[src/rtl/hisl_pkg.sv]
// constants for the host interface script loader
package hisl_pkg;
   localparam logic [7:0]  ADDR_SLOT_INDEX  = 8'h7d;
   localparam logic [7:0]  ADDR_SCRIPT_PORT = 8'h7e;
   localparam logic [7:0]  ADDR_BUS_ADDR    = 8'h80;
   localparam logic [7:0]  ADDR_REVISION    = 8'h81;
   localparam logic [6:0]  BUS_ADDR_RESET   = 7'h44;
   localparam logic [6:0]  SLOTS_PER_TIMER  = 7'h20;
   localparam logic [6:0]  SLOT_LIMIT       = 7'h60;
   localparam int          NUM_TIMERS       = 3;
   localparam int          NUM_SLOTS        = 96;
   localparam int          BUS_ADDR_LSB     = 1;
   localparam int          SOFT_RESET_CYC   = 4;
   localparam logic [2:0]  SOFT_RESET_LEN   = 3'h4;
endpackage

[src/rtl/hisl_script_store.sv]
// script slot storage, one flip-flop word per slot
`timescale 1ns/100ps
module hisl_script_store #(
   parameter int DEPTH = 96,
   parameter int AW    = 7
) (
   // clock and reset
   input  wire logic          clk,
   input  wire logic          resetn,
   input  wire logic          clr,
   // write side
   input  wire logic          wr_en,
   input  wire logic [AW-1:0] wr_idx,
   input  wire logic [15:0]   wr_word,
   // read side
   input  wire logic [AW-1:0] rd_idx,
   output logic      [15:0]   rd_word
);
   typedef struct packed {
      logic [DEPTH-1:0][15:0] mem;
   } hisl_store_t;
   hisl_store_t st_r, st_nxt;

   always_comb begin
      st_nxt = st_r;
      if (clr) begin
         st_nxt.mem = '0;
      end else if (wr_en && (32'(wr_idx) < DEPTH)) begin
         st_nxt.mem[wr_idx] = wr_word;
      end
   end

   always_ff @(posedge clk or negedge resetn) begin
      if (!resetn) begin
         st_r <= '0;
      end else begin
         st_r <= st_nxt;
      end
   end

   assign rd_word = (32'(rd_idx) < DEPTH) ? st_r.mem[rd_idx] : 16'h0000;
endmodule

[src/rtl/hisl_regs.sv]
// host register bank: slot index, script port, bus address and revision/soft reset
// Notes on behaviour
// - index 0-31 timer0, 32-63 timer1, 64-95 timer2, slot is index mod 32
// - each complete script word lands in the slot the index selects when the index is below 96; at 96-127 it is dropped
// - index advances by one after every complete two-byte word
// - register address does not advance while on the script port
// - word bits 15:8 are the command high byte, 7:0 the low byte
// - shared address: write sets bus address, read returns maker code
// - new bus address takes effect only after the next stop
// - bus address in bits 7:1, reset 0x44, bit 0 reserved
// - in 10-bit addressing the upper three address bits read as zero
// - maker identifier is a read-only 8-bit field
// - revision address always reads the fixed revision number
// - writing the inverted revision triggers a full software reset
// - any other value written to the revision address is ignored
`timescale 1ns/100ps
module hisl_regs #(
   parameter logic [7:0] MAKER_ID    = 8'h5a, // arbitrary value
   parameter logic [7:0] REVISION_ID = 8'h3c  // arbitrary value
) (
   // clock and reset
   input  wire logic        clk,
   input  wire logic        resetn,
   // byte stream from the slave front end
   input  wire logic        wr_addr_valid,
   input  wire logic [7:0]  wr_addr,
   input  wire logic        wr_data_valid,
   input  wire logic [7:0]  wr_data,
   input  wire logic        rd_req,
   output logic      [7:0]  rd_data,
   output logic      [7:0]  cur_addr,
   input  wire logic        bus_start,
   input  wire logic        bus_stop,
   input  wire logic        ten_bit_mode,
   // slave address in use
   output logic      [6:0]  target_address_field,
   // script readback for the pwm engine
   input  wire logic [6:0]  engine_idx,
   output logic      [15:0] engine_word,
   output logic      [1:0]  slot_timer,
   output logic      [4:0]  slot_number,
   output logic             slot_valid,
   // soft reset pulse to the rest of the device
   output logic             soft_reset_out
);
   typedef struct packed {
      logic [7:0] addr;
      logic [6:0] script_slot_index;
      logic [7:0] hi_byte;
      logic       hi_held;
      logic [6:0] pend_addr;
      logic       pend_valid;
      logic [6:0] active_addr;
      logic [2:0] rst_cnt;
      logic [7:0] rd_data;
   } hisl_regs_t;

   hisl_regs_t st_r, st_nxt;
   logic        word_wr;
   logic [15:0] word_val;

   always_comb begin
      st_nxt  = st_r;
      word_wr = 1'b0;
      word_val = {st_r.hi_byte, wr_data};
      if (st_r.rst_cnt != 3'h0) begin
         st_nxt.rst_cnt = st_r.rst_cnt - 3'h1;
      end
      if (bus_start) begin
         st_nxt.hi_held = 1'b0; // a half word does not survive a new transaction
      end
      if (wr_addr_valid) begin
         st_nxt.addr    = wr_addr;
         st_nxt.hi_held = 1'b0;
      end else if (wr_data_valid) begin
         st_nxt.addr = st_r.addr + 8'h01;
         case (st_r.addr)
            hisl_pkg::ADDR_SLOT_INDEX: begin
               st_nxt.script_slot_index = wr_data[6:0];
            end
            hisl_pkg::ADDR_SCRIPT_PORT: begin
               st_nxt.addr = st_r.addr;
               if (!st_r.hi_held) begin
                  st_nxt.hi_byte = wr_data;
                  st_nxt.hi_held = 1'b1;
               end else begin
                  st_nxt.hi_held = 1'b0;
                  word_wr = (st_r.script_slot_index < hisl_pkg::SLOT_LIMIT);
                  st_nxt.script_slot_index = st_r.script_slot_index + 7'h01;
               end
            end
            hisl_pkg::ADDR_BUS_ADDR: begin
               st_nxt.pend_addr  = wr_data[7:hisl_pkg::BUS_ADDR_LSB];
               st_nxt.pend_valid = 1'b1;
            end
            hisl_pkg::ADDR_REVISION: begin
               if (wr_data == ~REVISION_ID) begin
                  st_nxt.rst_cnt = hisl_pkg::SOFT_RESET_LEN;
               end
               // other values fall through untouched
            end
            default: begin
            end
         endcase
      end
      if (rd_req) begin
         case (st_r.addr)
            hisl_pkg::ADDR_SLOT_INDEX:  st_nxt.rd_data = {1'b0, st_r.script_slot_index};
            hisl_pkg::ADDR_BUS_ADDR:    st_nxt.rd_data = MAKER_ID;
            hisl_pkg::ADDR_REVISION:    st_nxt.rd_data = REVISION_ID;
            default:                    st_nxt.rd_data = 8'h00;
         endcase
         if (st_r.addr != hisl_pkg::ADDR_SCRIPT_PORT) begin
            st_nxt.addr = st_r.addr + 8'h01;
         end
      end
      if (bus_stop && st_r.pend_valid) begin
         st_nxt.active_addr = st_r.pend_addr;
         st_nxt.pend_valid  = 1'b0;
      end
      if (st_r.rst_cnt == 3'h1) begin
         // soft reset returns the bank to its power-on contents
         st_nxt = '0;
         st_nxt.active_addr = hisl_pkg::BUS_ADDR_RESET;
         st_nxt.pend_addr   = hisl_pkg::BUS_ADDR_RESET;
      end
   end

   always_ff @(posedge clk or negedge resetn) begin
      if (!resetn) begin
         st_r             <= '0;
         st_r.active_addr <= hisl_pkg::BUS_ADDR_RESET;
         st_r.pend_addr   <= hisl_pkg::BUS_ADDR_RESET;
      end else begin
         st_r <= st_nxt;
      end
   end

   hisl_script_store #(
      .DEPTH (hisl_pkg::NUM_SLOTS),
      .AW    (7)
   ) u_store (
      .clk     (clk),
      .resetn  (resetn),
      .clr     (st_r.rst_cnt == 3'h1),
      .wr_en   (word_wr),
      .wr_idx  (st_r.script_slot_index),
      .wr_word (word_val),
      .rd_idx  (engine_idx),
      .rd_word (engine_word)
   );

   assign rd_data  = st_r.rd_data;
   assign cur_addr = st_r.addr;
   assign target_address_field = ten_bit_mode ? {3'b000, st_r.active_addr[3:0]}
                                              : st_r.active_addr;
   assign slot_timer  = st_r.script_slot_index[6:5];
   assign slot_number = st_r.script_slot_index[4:0];
   assign slot_valid  = (st_r.script_slot_index < hisl_pkg::SLOT_LIMIT);
   assign soft_reset_out = (st_r.rst_cnt != 3'h0);
endmodule

[config.mk]
export PLATFORM = sky130hd
export DESIGN_NAME = hisl_regs
export DESIGN_NICKNAME = d
export VERILOG_FILES = /design/src/rtl/hisl_pkg.sv /design/src/rtl/hisl_script_store.sv /design/src/rtl/hisl_regs.sv
export SDC_FILE = /design/constraint.sdc
export NUM_CORES = 2
export LEC_CHECK = 0
export ABC_AREA = 1
export BUFFER_PORTS_ARGS = -buffer_cell sky130_fd_sc_hd__buf_2
export CORE_MARGIN = 2
export CORE_UTILIZATION = 45
export CTS_CLUSTER_SIZE = 12
export DETAILED_ROUTE_END_ITERATION = 8
export GPL_TIMING_DRIVEN = 1
export SETUP_SLACK_MARGIN = 0.3
export SLEW_MARGIN = 20
export SYNTH_ARGS = -nofsm -noshare
export SYNTH_HDL_FRONTEND = slang
export SYNTH_HIERARCHICAL = 1
export SYNTH_SLANG_ARGS = --single-unit
[constraint.sdc]
create_clock -name clk -period 2.6 [get_ports clk]
set_clock_uncertainty 0.05 [all_clocks]
set_input_delay 0.13 -clock clk [delete_from_list [all_inputs] [get_ports clk]]
set_output_delay 0.13 -clock clk [all_outputs]
set_load 0.05 [all_outputs]
==> reports/qor.txt <==
CP Cell Sequence = nand2_1, nand3_1, nand3_1, nand3_2, nand2_4, nand2_4, nand3_4, nand2_4, nand2_4, nand2_4, buf_8
Power density cells = 694 nW/um2
Most used cell, CP = nand2_4
Routed vias/inst = 6.19
Req. time, crit path = 2.42 ns
Post-layout power = 64600 uW
Storage cell area = 39700 um2
WHS = 0.174 ns
Synthesized net count = 9219
WL/cell = 24.1 um
Htree depth = 4
Clock sinks = 1585
Synthesized flop and latch total = 1585
Class of the worst hold path = in -> async
Initial core utilization = 45.3%
Fin crit share = 101%
Compound-Gate Fraction of Synth Area = 14.4%
DR pass1 iterations = 7
Gpl congestion = 0.883
Clock buffer count from CTS = 173
Largest stage delay on the critical path = 0.36 ns
RSZ-0062 raised after global routing = true
Simple-Gate Fraction of Synth Area = 25.8%
Setup crit start kind = flip-flop
Largest net degree at the start of global routing = 133
Syn Inst Count = 9180
Area of the multi-input gates = 34300 um2
Remaining DRCs = 0
Max Transition Viols Final = 0
Adder-cell share of the synthesized area = 0.134%
Crit path max fanout = 2
Area leader, netlist = dfrtp_1
Vias in the first global route = 65600
Clock latency at the later pin of the worst-skew pair = 0.83 ns
Top area cells in the synthesized netlist = dfrtp_1 (53%), nand3_1 (16%), o21ai_0 (11%)
Synth cell types = 38
Die area = 169000 um2
GRT Residual Overflow = 0
Pleak = 0.0402 uW
Critical R2R Launch = cur_addr[0]
Die Wd = 412 um
Register area share after synthesis = 53.1%
Yosys top cell area share = 52.9%
Core Rows = 149
Final worst slack = -0.0188 ns
Crit path kind = reg -> out
CTS max path bufs = 3
First-pass GRT wire length = 408 mm
Crit path DAT = 2.44 ns
Worst Max-Slew Pin Slew = 0.756 ns
Largest family of logic cells by synthesized area = simple AND/OR/NAND/NOR gates
Starting DRT DRC Count = 8899
XOR/XNOR Fraction of Synth Area = 0.0703%
# port buffers = 77
Nets = 9142
Share of cells above drive strength 1 = 17.7%
Critical path launch point = u_store/st_r[276]
Mux contribution to synthesized area = 0%
Fmax = 382 MHz
Number of fillers in the final layout = 14704
Clock-pin slew on the worst setup and hold paths = 0.06 ns
MaxCap Viol Count = 0
YS warnings = 6
I/O pin count = 79
Final-report setup violation count = 4
Core area = 165000 um2
Slowest cell on crit path = dfrtp_1
Status = finished with violations
Fin crit period = 2.62 ns
Antenna violations before repair = 2
HPWL after DPL = 156 mm
Cell Area, Synth = 74800 um2
CP Capture Type = primary output
Die height = 412 um
Peak supply drop = 0.738 mV
Remaining antenna violation count = 0
Area Overhead vs Synth = 24.5%
Vias = 70783
Root Driver = clkbuf_16
Worst slew margin = 49.6%
CTS tree = built
Final Hold Vio Count = 0
Routed WL = 276 mm
Syn_area_per_cell = 8.14 um2
Global Route Usage Sum = 30.8%
Failing checks = negative setup slack
[state kept, by name, summed over array words and instances, names as in the netlist]
| signal | cells |
|---|---|
| slot_number | 5 |
| cur_addr | 8 |
| u_store/st_r | 1536 |
| st_r | 27 |
| rd_data | 7 |
| slot_timer | 2 |
[metrics by stage]
stage	util, %	worst slack, ns	instances	setup TNS, ns	instance area [um2]
final	56.4	-0.0188	11428	-0.0480	93100
after global placement	48.5	-0.307	10949	-3.67	80000
after CTS	54.0	-0.0213	11343	-0.101	89100
after floorplan	-	0.273	9180	0	74900
after detailed placement	48.5	-0.285	10949	-8.78	80000
after global routing	56.4	-0.0913	11427	-1.64	93100
[kinds of logic after synthesis]
logic type / count (synthesis)
simple gates: 4286
compound gates: 2113
flops: 1585
buf+inv: 1181
fa+ha+maj: 8
xor+xnor: 6
other cells: 1
[report_power, final]
| part | switching, uW | leakage, uW | internal, uW |
|---|---|---|---|
| sequential | 225 | 0.0221 | 24900 |
| combinational | 11100 | 0.0152 | 3600 |
| clock | 10500 | 0.00282 | 14400 |
[worst max-delay path, delay by kind of cell (launching register included)]
family        cells  cell delay (ns)
buf+inv           1             0.14
flops             1             0.36
simple gates     10             1.10
[layer usage]
layer	vias to the layer above	global-route usage [%]	routed length (um)
li1	31389	-	-
met1	35067	45.0	117000
met2	3817	45.0	122000
met3	510	6.40	28000
met4	0	11.3	9520
met5	-	0	0
[repair_timing]
item | in CTS | in global routing
endpoints found under the hold margin | 1897 | 0
resized for setup | 557 | 622
setup endpoints to repair | 1541 | 1546
gates cloned | 24 | 48
pin swaps | 100 | 129
hold buffers | 39 | 0
buffers inserted | 21 | 36
[synth_stat cells]
library cell     n
inv_2            5
conb_1           1
xor2_1           4
buf_1           86
nand3_1       2448
clkbuf_1       619
clkinv_4         1
nand2_2          7
o21ai_0       1689
nand2_1       1616
a21oi_1        169
nor2_1         184
ha_1             8
nand4_2          1
nand3b_2         1
nand3b_1         1
nor3_4           1
nand4_1          8
buf_2          225
or2_1            1
nor4_1           1
buf_6            4
a32o_1           1
nand3_2          2
o21ai_1        107
clkinv_1         3
o21ai_4          1
inv_1          205
nand2_4          1
nor3_1           2
dfstp_2          4
o22ai_1        144
buf_4           33
xnor2_1          2
nor2_4           2
nor2_2          10
dfrtp_1       1581
o21ai_2          2
[final timing paths]
kind	end	cells after the start	slack, ns
worst max-delay path	engine_word[4]	11	-0.02
worst min register to register	st_r[25]	2	0.43
worst min-delay path	u_store/st_r[15]	3	0.17
max in group asynchronous	u_store/st_r[730]	3	1.71
min in group clk	st_r[14]	4	0.17
worst max register to register	u_store/st_r[1016]	16	0.06
[cell type report]
cell class | instances | area share [%]
sequential | 1585 | 42.6
multi-input combinational | 6415 | 36.9
timing repair buffer | 712 | 10.5
clock buffer | 266 | 5.59
tap | 2189 | 2.94
inverter | 214 | 0.915
clock inverter | 44 | 0.518
timing repair inverter | 2 | 0.0148
antenna | 1 | 0.00269
[cell usage in the layout (no fill, tap or decap), types with 7 or more instances in the layout]
master / synthesis / layout
buf_16: 0 / 29
nand2_2: 7 / 95
nand2_1: 1616 / 1407
nor2_4: 2 / 12
nand2_4: 1 / 89
buf_2: 225 / 56
nand3_2: 2 / 307
inv_1: 205 / 200
ha_1: 8 / 7
clkbuf_1: 619 / 45
o22ai_1: 144 / 139
o21ai_0: 1689 / 1509
a21oi_1: 169 / 166
nand3_4: 0 / 60
clkinv_2: 0 / 26
nand4_1: 8 / 8
clkbuf_8: 0 / 45
clkbuf_16: 0 / 221
buf_8: 0 / 22
dlygate4sd3_1: 0 / 38
buf_4: 33 / 272
nand3_1: 2448 / 2083
nand2_8: 0 / 34
buf_6: 4 / 23
buf_12: 0 / 223
o21ai_2: 2 / 67
nor2_1: 184 / 179
dfrtp_1: 1581 / 1581
inv_6: 0 / 9
o21ai_1: 107 / 222
Note: power is estimated with default switching activity, not from simulation.
